<file path="src/ged_cfg.svh">
// constants of the edge-detect and alternate-select block
`ifndef GED_CFG_SVH
`define GED_CFG_SVH

// register byte offsets on the slave port
`define GED_ADDR_W        5
`define GED_OFF_RISE      5'h10
`define GED_OFF_FALL      5'h14
`define GED_OFF_STATUS    5'h18
`define GED_OFF_ALT       5'h1C

// field layout
`define GED_PIN_COUNT     28
`define GED_PIN_HI        27
`define GED_GROUP_LO      11
`define GED_GROUP_HI      27
`define GED_SINGLE_HI     10
`define GED_RSVD_ZERO     4'h0

// reset values
`define GED_EN_RESET      28'h0000003
`define GED_STAT_RESET    28'h0000000
`define GED_ALT_RESET     28'h0000000
`define GED_DATA_RESET    32'h00000000

// pins 1 and 0 never leave general-purpose use
`define GED_NO_ALT_MASK   28'h0000003

// cycles until the synchroniser holds real pin history
`define GED_PRIME_CYCLES  2'h3

`endif

</file>
<file path="src/ged_pkg.sv">
// types shared by the edge-detect and alternate-select block
`include "ged_cfg.svh"

package ged_pkg;

    // one bit per port pin
    typedef logic [`GED_PIN_HI:0] ged_pins_t;

    // slave port handshake phases
    typedef enum logic {
        ged_idle,
        ged_ack
    } ged_bus_state_t;

    // edge detector state
    typedef struct packed {
        ged_pins_t   sync1;
        ged_pins_t   sync2;
        ged_pins_t   prev;
        logic [1:0]  prime;
    } ged_edge_state_t;

    // main block state
    typedef struct packed {
        ged_bus_state_t bus;
        logic           waitreq;
        logic [31:0]    rdata;
        ged_pins_t      rise_en;
        ged_pins_t      fall_en;
        ged_pins_t      status;
        ged_pins_t      alt_sel;
        ged_pins_t      alt_route;
        logic           irq_group;
        logic           wake;
        ged_pins_t      pad_out;
        ged_pins_t      pad_oe;
    } ged_top_state_t;

endpackage

</file>
<file path="src/ged_edge.sv">
// pin synchroniser and per-pin edge detector
`timescale 1ns/1ps
`include "ged_cfg.svh"

module ged_edge (
    // clock and reset
    input  wire logic             clk_in,
    input  wire logic             rst_in,
    // pins
    input  wire ged_pkg::ged_pins_t pin_in,
    // edge pulses
    output ged_pkg::ged_pins_t rise_out,
    output ged_pkg::ged_pins_t fall_out,
    output logic               primed_out
);

    ged_pkg::ged_edge_state_t r;
    ged_pkg::ged_edge_state_t next_r;

    // two-flop synchroniser, then one cycle of history
    always_comb begin
        next_r       = r;
        next_r.sync1 = pin_in;
        next_r.sync2 = r.sync1;
        next_r.prev  = r.sync2;
        if (r.prime != `GED_PRIME_CYCLES) begin
            next_r.prime = r.prime + 2'h1;
        end
    end

    always_ff @(posedge clk_in) begin
        if (rst_in) begin
            r <= '0;
        end else begin
            r <= next_r;
        end
    end

    // history is junk until prev holds a real sample, so no edges then
    assign primed_out = (r.prime == `GED_PRIME_CYCLES);
    assign rise_out   = primed_out ? (r.sync2 & ~r.prev) : '0;
    assign fall_out   = primed_out ? (~r.sync2 & r.prev) : '0;

endmodule // ged_edge

</file>
<file path="src/ged_top.sv">
// edge-detect status and alternate-select part of a 28-pin port
//
// Notes on behaviour
// - a low-to-high pin change sets its status bit when rising enable is one
// - a high-to-low pin change sets its status bit when falling enable is one
// - with both enables one, a change either way sets the status bit
// - each register holds 28 pin bits; bits 31 to 28 ignore writes, read zero
// - reset forces rising and falling enables of pins 1 and 0 to one
// - a set status bit stays set until software clears it
// - writing one clears a status bit; writing zero leaves it alone
// - status bits 27 to 11 are ORed into one grouped interrupt line
// - status bits 10 to 0 each drive their own interrupt line
// - status bits need no defined reset; reserved bits read zero
// - status bits reach the interrupt controller for interrupt or wake-up
// - an alternate-select bit of one hands the pin to its alternate function
// - an alternate-select bit of zero keeps the pin on general-purpose I/O
// - every reset clears all alternate-select bits
// - pins 0 and 1 have no alternate function; their select bits do nothing
// - registers sit at byte offsets 0x10, 0x14, 0x18 and 0x1C
//
// Added by the designer: the register offsets and the Avalon-MM slave port.
`timescale 1ns/1ps
`include "ged_cfg.svh"

module ged_top (
    // clock and reset
    input  wire logic                 clk_in,
    input  wire logic                 rst_in,
    // register slave port
    input  wire logic [`GED_ADDR_W-1:0] avs_address_in,
    input  wire logic                 avs_read_in,
    input  wire logic                 avs_write_in,
    input  wire logic [31:0]          avs_writedata_in,
    input  wire logic [3:0]           avs_byteenable_in,
    output logic      [31:0]          avs_readdata_out,
    output logic                      avs_waitrequest_out,
    // pins and the two drivers that compete for them
    input  wire ged_pkg::ged_pins_t   pin_in,
    input  wire ged_pkg::ged_pins_t   gpio_out_in,
    input  wire ged_pkg::ged_pins_t   gpio_oe_in,
    input  wire ged_pkg::ged_pins_t   alt_out_in,
    input  wire ged_pkg::ged_pins_t   alt_oe_in,
    output ged_pkg::ged_pins_t        pad_out_out,
    output ged_pkg::ged_pins_t        pad_oe_out,
    output ged_pkg::ged_pins_t        alt_route_out,
    // interrupt controller
    output logic [`GED_SINGLE_HI:0]   irq_pin_out,
    output logic                      irq_group_out,
    output logic                      wake_out
);

    ged_pkg::ged_top_state_t r;
    ged_pkg::ged_top_state_t next_r;

    ged_pkg::ged_pins_t rise;
    ged_pkg::ged_pins_t fall;
    logic               primed;

    // helpers shared by logic and checks
    ged_pkg::ged_pins_t rise_hit;
    ged_pkg::ged_pins_t fall_hit;
    ged_pkg::ged_pins_t set_vec;
    ged_pkg::ged_pins_t clr_vec;
    ged_pkg::ged_pins_t status_q;
    ged_pkg::ged_pins_t route_exp;
    logic [31:0]        be_mask;
    logic [31:0]        read_word;
    logic               wr_commit;

    // pin synchroniser and edge finder
    ged_edge u_edge (
        .clk_in     (clk_in),
        .rst_in     (rst_in),
        .pin_in     (pin_in),
        .rise_out   (rise),
        .fall_out   (fall),
        .primed_out (primed)
    );

    // edge qualification by the enables
    assign rise_hit = rise & r.rise_en;
    assign fall_hit = fall & r.fall_en;
    assign set_vec  = rise_hit | fall_hit;
    assign status_q = r.status;

    // byte lanes widened to a bit mask
    assign be_mask = {{8{avs_byteenable_in[3]}}, {8{avs_byteenable_in[2]}},
                      {8{avs_byteenable_in[1]}}, {8{avs_byteenable_in[0]}}};

    // a write lands on the edge where the master sees waitrequest low
    assign wr_commit = avs_write_in && (r.bus == ged_pkg::ged_ack);

    // one-to-clear strobe for the status register
    assign clr_vec = (wr_commit && avs_address_in == `GED_OFF_STATUS)
                   ? (avs_writedata_in[`GED_PIN_HI:0] & be_mask[`GED_PIN_HI:0])
                   : '0;

    // routing the select bits may take, pins 1 and 0 masked out
    assign route_exp = r.alt_sel & ~`GED_NO_ALT_MASK;

    // read decode; unmapped offsets read zero
    always_comb begin
        read_word = `GED_DATA_RESET;
        if (avs_address_in == `GED_OFF_RISE) begin
            read_word = {`GED_RSVD_ZERO, r.rise_en};
        end else if (avs_address_in == `GED_OFF_FALL) begin
            read_word = {`GED_RSVD_ZERO, r.fall_en};
        end else if (avs_address_in == `GED_OFF_STATUS) begin
            read_word = {`GED_RSVD_ZERO, r.status};
        end else if (avs_address_in == `GED_OFF_ALT) begin
            read_word = {`GED_RSVD_ZERO, r.alt_sel};
        end
    end

    // next-state logic for the whole block
    always_comb begin
        next_r = r;
        // slave handshake: one wait cycle, then one answer cycle
        case (r.bus)
            ged_pkg::ged_idle: begin
                if (avs_read_in || avs_write_in) begin
                    next_r.bus     = ged_pkg::ged_ack;
                    next_r.waitreq = 1'b0;
                    next_r.rdata   = avs_read_in ? read_word : r.rdata;
                end
            end
            ged_pkg::ged_ack: begin
                next_r.bus     = ged_pkg::ged_idle;
                next_r.waitreq = 1'b1;
            end
            default: begin
                next_r.bus     = ged_pkg::ged_idle;
                next_r.waitreq = 1'b1;
            end
        endcase
        // writable registers, reserved bits never stored
        if (wr_commit) begin
            if (avs_address_in == `GED_OFF_RISE) begin
                next_r.rise_en = (r.rise_en & ~be_mask[`GED_PIN_HI:0])
                               | (avs_writedata_in[`GED_PIN_HI:0]
                                  & be_mask[`GED_PIN_HI:0]);
            end else if (avs_address_in == `GED_OFF_FALL) begin
                next_r.fall_en = (r.fall_en & ~be_mask[`GED_PIN_HI:0])
                               | (avs_writedata_in[`GED_PIN_HI:0]
                                  & be_mask[`GED_PIN_HI:0]);
            end else if (avs_address_in == `GED_OFF_ALT) begin
                next_r.alt_sel = (r.alt_sel & ~be_mask[`GED_PIN_HI:0])
                               | (avs_writedata_in[`GED_PIN_HI:0]
                                  & be_mask[`GED_PIN_HI:0]);
            end
        end
        // sticky status: a new edge beats a clear in the same cycle
        next_r.status    = (r.status & ~clr_vec) | set_vec;
        // grouped line and wake request follow the new status
        next_r.irq_group = |next_r.status[`GED_GROUP_HI:`GED_GROUP_LO];
        next_r.wake      = |next_r.status;
        // pin ownership follows the select bits
        next_r.alt_route = route_exp;
        next_r.pad_out   = (r.alt_route & alt_out_in) | (~r.alt_route & gpio_out_in);
        next_r.pad_oe    = (r.alt_route & alt_oe_in) | (~r.alt_route & gpio_oe_in);
    end

    // state register; status gets a defined value though none is owed
    always_ff @(posedge clk_in) begin
        if (rst_in) begin
            r           <= '0;
            r.bus       <= ged_pkg::ged_idle;
            r.waitreq   <= 1'b1;
            r.rise_en   <= `GED_EN_RESET;
            r.fall_en   <= `GED_EN_RESET;
            r.status    <= `GED_STAT_RESET;
            r.alt_sel   <= `GED_ALT_RESET;
            r.alt_route <= `GED_ALT_RESET;
        end else begin
            r <= next_r;
        end
    end

    // outputs straight from the state register
    assign avs_readdata_out    = r.rdata;
    assign avs_waitrequest_out = r.waitreq;
    assign irq_pin_out         = r.status[`GED_SINGLE_HI:0];
    assign irq_group_out       = r.irq_group;
    assign wake_out            = r.wake;
    assign alt_route_out       = r.alt_route;
    assign pad_out_out         = r.pad_out;
    assign pad_oe_out          = r.pad_oe;
endmodule // ged_top

</file>
<file path="config.mk">
export PLATFORM = sky130hd
export DESIGN_NAME = ged_top
export DESIGN_NICKNAME = d
export VERILOG_FILES = /design/src/ged_pkg.sv /design/src/ged_edge.sv /design/src/ged_top.sv
export VERILOG_INCLUDE_DIRS = /design/src
export SDC_FILE = /design/constraint.sdc
export NUM_CORES = 1
export LEC_CHECK = 0
export BUFFER_PORTS_ARGS = -buffer_cell sky130_fd_sc_hd__buf_2
export CAP_MARGIN = 20
export CORE_ASPECT_RATIO = 2
export CORE_UTILIZATION = 32
export DETAILED_ROUTE_END_ITERATION = 8
export GPL_TIMING_DRIVEN = 0
export PLACE_DENSITY_LB_ADDON = 0.12
export SETUP_SLACK_MARGIN = 0.02
export SYNTH_ARGS = -nofsm -noshare
export SYNTH_HDL_FRONTEND = slang
export SYNTH_SLANG_ARGS = --single-unit
</file>
<file path="constraint.sdc">
create_clock -name clk_in -period 2.6 [get_ports clk_in]
set_input_delay 0.39 -clock clk_in [delete_from_list [all_inputs] [get_ports clk_in]]
set_output_delay 0.39 -clock clk_in [all_outputs]
set_load 0.02 [all_outputs]
</file>
# == Word level (Yosys, flattened, before mapping) ==
# Index checks and enable logic that the tools add are counted.
# classes
addsub,1
n_eq_ne,7
mux,10
n_bitwise,28
n_reduce_logical,9
# op_table
operator,n
$and 28x28->28,13
$or 28x28->28,7
$mux 28,6
$not 28->28,5
$mux 32,2
$mux 34,1
$reduce_or 28->1,1
$eq 5x5->1 const B,4
$reduce_or 17->1,1
$reduce_and 3->1,2
$ne 2x2->1 const B,2
$pmux 2 s2,1
$reduce_and 4->1,1
$not 1->1,3
$add 2x1->2 const B,1
$eq 2x2->1 const B,1
$logic_and 1x1->1,2
$reduce_and 2->1,1
$logic_or 1x1->1,1
# word_totals
reg_bits,318

# == Longest topological paths before layout ==
# depth
word_depth,8
ltp_mapped,9

# == By module ==
# Synthesis repeated with hierarchy kept, for this count alone.
# hier_totals
cells_unflattened,1364
hier_area_um2,12444.4
# modules_own_cells
module,instances,cells_per_inst,area_each_um2,seq_area_each_um2
ged_top,1,1089,9572.9,4524.3
ged_edge,1,275,2871.5,1721.7

# == Worst setup path before layout ==
# OpenSTA, ideal clock, no wires.
# synth_timing
path_type,reg2reg
startpoint,reg u_edge.r[0] (netlist bit)
endpoint,"reg r, in the netlist wake_out"
t_arrival_ps,1906
slack_ps,551
stages_incl_launch_ff,9
path_buffers,2
synth_period_minus_slack_ps,2049
path_cell_list,dfxtp_1 > ha_1 > clkbuf_1 > inv_2 > buf_1 > a21oi_1 > a2111o_1 > nor4_1 > a41oi_1
# synth_between
elab_chain_len,6
# synth_rtl
item,line,source
start: declaration,ged_edge.sv:17,ged_pkg::ged_edge_state_t r;
start signal: assignment,ged_edge.sv:35,r <= next_r;
$eq 2x2->1 (no line) (*),n/a,
"$mux 28, on equally long branches","ged_edge.sv:41, ged_edge.sv:42",
"$and 28x28->28, on equally long branches","ged_top.sv:81, ged_top.sv:82",
$or 28x28->28 (*),ged_top.sv:83,assign set_vec = rise_hit | fall_hit;
$or 28x28->28 (*),ged_top.sv:153,next_r.status = (r.status & ~clr_vec) | set_vec;
$reduce_or 28->1 (*),ged_top.sv:156,next_r.wake = |next_r.status;
end signal: assignment,ged_top.sv:175,r <= next_r;
end: declaration,ged_top.sv:52,ged_pkg::ged_top_state_t r;
# Every way passes the cells marked *; elsewhere a longest branch is shown, timed or not.
# A chain may end at the register's enable or synchronous reset.

# == Worst setup path in the final report ==
# layout_timing
startpoint,reg r[231] (netlist bit)
endpoint,"reg r, in the netlist wake_out"
# layout_between
elab_chain_len,7
# layout_rtl
item,line,source
$logic_and 1x1->1,ged_top.sv:91,assign wr_commit = avs_write_in && (r.bus == ged_pkg::ged_ack);
$logic_and 1x1->1 (no line),n/a,
$mux 28,ged_top.sv:94,assign clr_vec = (wr_commit && avs_address_in == `GED_OFF_STATUS)
$not 28->28,ged_top.sv:153,
$and 28x28->28,ged_top.sv:153,
$or 28x28->28,ged_top.sv:153,
$reduce_or 28->1,ged_top.sv:156,
# No other way between the ends.

==> impl_metrics.csv <==
group,metric,value,unit
worst_setup_path,r2r_setup_slack,0.12,ns
yosys,synth.cells.most_frequent,"sky130_fd_sc_hd__dfxtp_1 (312), sky130_fd_sc_hd__mux2i_1 (131), sky130_fd_sc_hd__buf_4 (130)",
yosys,async_reset_ff_share,0,%
worst_setup_path,regToRegEndpoint,"wake_out",
floorplanning,initial_core_util,32.6,%
worst_setup_path,cp_max_fo,10,
global_route,grt_start_max_net_pins,15,
yosys,synth_enable_flop_cells,0,
cells_and_area,finish.net_count,1853,
sta,layout_min_cycle_time,2.48,ns
global_route,grt_first_pass_wirelength,62300,um
routing,wl_per_cell,19.1,um
sta,final.setup_skew,0.00981,ns
clock_tree,clk_pin_slew,0.07,ns
pwr,vdd_drop_max,0.501,mV
routing,route.final.wire_length,42300,um
sta,setup_violations,0,
yosys,post-synth-top-area-cell,"sky130_fd_sc_hd__dfxtp_1",
worst_setup_path,crit_path_cell_trace,"and3b_1 -> buf_4 -> buf_6 -> nand4_1 -> a2111o_1 -> nor4_4 -> a41oi_1",
clock_tree,insertion_delay,0.57,ns
worst_setup_path,cp_data_required_time,3.01,ns
yosys,total_number_of_yosys_warnings,0,
yosys,yosys-mux-area-fraction,10.4,%
hold_path,hp-class,"input pin to flop",
clock_tree,cts-root-buf,"sky130_fd_sc_hd__clkbuf_16",
routing,top_layer_used,"met4",
worst_setup_path,cp-startpoint,"r[231]",
floorplanning,io-pin-count,315,
yosys,syn-instance-count,1335,
routing,ant_nets,0,
clock_tree,h-tree-depth,1,
floorplanning,die_area,40400,sq um
worst_setup_path,cp.depth,7,
routing,number_of_design_rule_violations_left_by_the_first_detailed_router_iteration,397,
clock_tree,clock-sinks,312,
routing,routed_via_density,4.67,
routing,post_detailed_route_drc_marker_count,0,
cells_and_area,fin_cells,2212,
place,place.detailed.instances,2155,
global_route,all_layer_gr_usage,20.8,%
routing,met3_wirelength,2200,um
clock_tree,cts-buffers-inserted,30,
floorplanning,row_count,102,
place,post-dp-hpwl,32900,um
yosys,compound_gate_portion_of_the_synthesized_area,10.4,%
yosys,ys_types,40,
routing,detail_route.wirelength.met1,15100,um
yosys,synth_xor_xnor_area_share,0.0692,%
worst_setup_path,cpMaxStageDelayCell,"sky130_fd_sc_hd__a2111o_1",
place,placed_area,14800,sq um
worst_setup_path,critical_path_class,"flop to flop",
yosys,postSynth.topFlopCell,"sky130_fd_sc_hd__dfxtp_1",
outcome,outcome,"completed",
cells_and_area,postLayoutCellArea,15900,sq um
place,gp_routability_congestion,0.849,
yosys,seq_area_frac_synth,49.3,%
sta,relSlewSlack,32.9,%
place,portBuffers,295,
sta,achievable-frequency,403,MHz
sta,worst_pin_slew,1.01,ns
global_route,antenna_found_initial,1,
sta,setup_repair_after_global_routing_missed_its_margin,"true",
place,dp_slack,-0.769,ns
sta,finalHoldViolations,0,
worst_setup_path,critPathBufInv,2,
cells_and_area,syn2layout_area_growth,25.4,%
yosys,post-synth-top-count-cell,"sky130_fd_sc_hd__dfxtp_1",
cells_and_area,fillers,4068,
routing,met2RoutedLength,23400,um
pwr,p_leak,6.86,nW
sta,period_share,95.5,%
job,cap_viol_max_count,0,
floorplanning,placeableCoreArea,38800,sq um
sta,setup_slack,0.118,ns
worst_setup_path,timing.critical_path.to,"wake_out",
sta,drv_slew,0,
global_route,grt_pass1_vias,10400,
hold_path,worstHoldStart,"gpio_oe_in[0]",
yosys,largest_family_of_logic_cells_by_synthesized_area,"simple AND/OR/NAND/NOR gates",
clock_tree,cts_tree,"built",
cells_and_area,post_route_cells_drive_above_1_share,29.6,%
worst_setup_path,critPathTopFamily,"simple AND/OR/NAND/NOR gates",
yosys,yosysTopAreaCellShare,49.3,%
worst_setup_path,cp_slowest_stage_delay,0.49,ns
yosys,avgSynthCellArea,9.48,sq um
worst_setup_path,arrival_time_reported_for_the_critical_path_endpoint,2.89,ns
yosys,synth_adder_area_share,0.0988,%
yosys,post_synth_main_area_contributors,"sky130_fd_sc_hd__dfxtp_1 (49%), sky130_fd_sc_hd__mux2i_1 (10%), sky130_fd_sc_hd__buf_4 (7.7%)",
routing,drt-pass1-iter-count,5,
floorplanning,dieWidth,143,um
pwr,powerDensity,669,nW/um^2
worst_setup_path,worstSetupEndpointType,"flop",
worst_setup_path,setup.worst_path.start_class,"flop",
clock_tree,clockBufferDepth,3,
yosys,synthSimpleGateAreaFrac,18.8,%
global_route,overflow,0,
floorplanning,die_h,283,um
routing,vias,10300,
yosys,synthesis.area,12700,sq um
yosys,postSynthRegisterBits,312,
worst_setup_path,r2r_start,"r[231]",
worst_setup_path,r2r.worst_path.cells,7,
worst min-delay path by stage:
stage	slack [ns]	cells past startpoint	endpoint
6_report	0.03	2	pad_oe_out[0]
5_1_grt	0.01	2	u_edge.next_r[33]
4_1_cts	0.001	2	u_edge.next_r[33]
3_5_place_dp	0.42	1	u_edge.next_r[4]
3_3_place_gp	0.42	1	u_edge.next_r[10]
2_1_floorplan	0.41	1	u_edge.next_r[10]
cell usage in the layout, fill, tap and decap left out, drive strengths merged, types with 2 or more instances in the layout:
master    n
o221ai   28
nor3      2
nand2    81
a2111o    9
o21ai    37
nand3    61
nand4     8
dfxtp   312
clkbuf  107
and3      2
a22o      4
o31a      4
nor4      4
buf     443
conb      6
a21oi    85
mux2i   131
nor2b   120
clkinv    4
a211o     2
inv      21
o21ba    12
or4       3
nor2    125
nand3b   49
a41oi    17
bufinv    4
logic make-up (layout without fill, tap and decap cells):
| logic type | count (synthesis) | in the layout |
|---|---|---|
| other | 1 | 7 |
| xor gates and xnor gates | 1 | 1 |
| DFF | 312 | 312 |
| adders and majority gates | 1 | 1 |
| and+or+nand+nor | 461 | 461 |
| buffers and inverters | 229 | 580 |
| AOI/OAI and AO/OA | 199 | 199 |
| muxes | 131 | 131 |
metrics by stage:
step / utilization, % / setup TNS, ns / power (mW) / hold WS (ns)
6_report: 40.9 / 0 / 10.6 / 0.0289
5_1_grt: 40.9 / 0 / 11.0 / 0.0111
4_1_cts: 40.9 / 0 / 10.8 / 0.00101
3_5_place_dp: 38.2 / -1.69 / 6.06 / 0.420
3_3_place_gp: 38.2 / -1.81 / 6.05 / 0.423
2_1_floorplan: - / 0 / 5.62 / 0.414
report_power, final:
part	internal (mW)	total [mW]	switching, mW	leakage, nW
sequential	4.92	4.98	0.0590	2.55
clock	2.78	4.67	1.89	0.516
combinational	0.395	0.967	0.572	3.79
total	8.10	10.6	2.52	6.86
final cells by class:
| class | count | area (sq um) | area share, % |
|---|---|---|---|
| diodes | 1 | 2.50 | 0.0158 |
| plain buffers | 207 | 1300 | 8.17 |
| clock buffers | 48 | 910 | 5.73 |
| clock inverters | 8 | 140 | 0.882 |
| inverters | 21 | 81.3 | 0.512 |
| multi-input cells | 799 | 5070 | 31.9 |
| flip-flops and latches | 312 | 6250 | 39.3 |
| well taps | 520 | 651 | 4.10 |
| repair buffers | 296 | 1490 | 9.36 |
what timing repair did:
| action | in CTS | in global routing |
|---|---|---|
| setup endpoints to repair | 2 | 2 |
| endpoints found under the hold margin | 1 | 0 |
| resized for setup | 8 | 0 |
| hold buffers | 1 | 0 |
| setup buffers | 0 | 0 |
routing by layer:
layer / GRT usage [%] / vias to the layer above
met5: 0 / -
met2: 41.2 / 368
met3: 2.99 / 79
met1: 21.0 / 4779
li1: - / 5099
met4: 8.31 / 0
No activity file was read; power rests on OpenSTA's default activity.
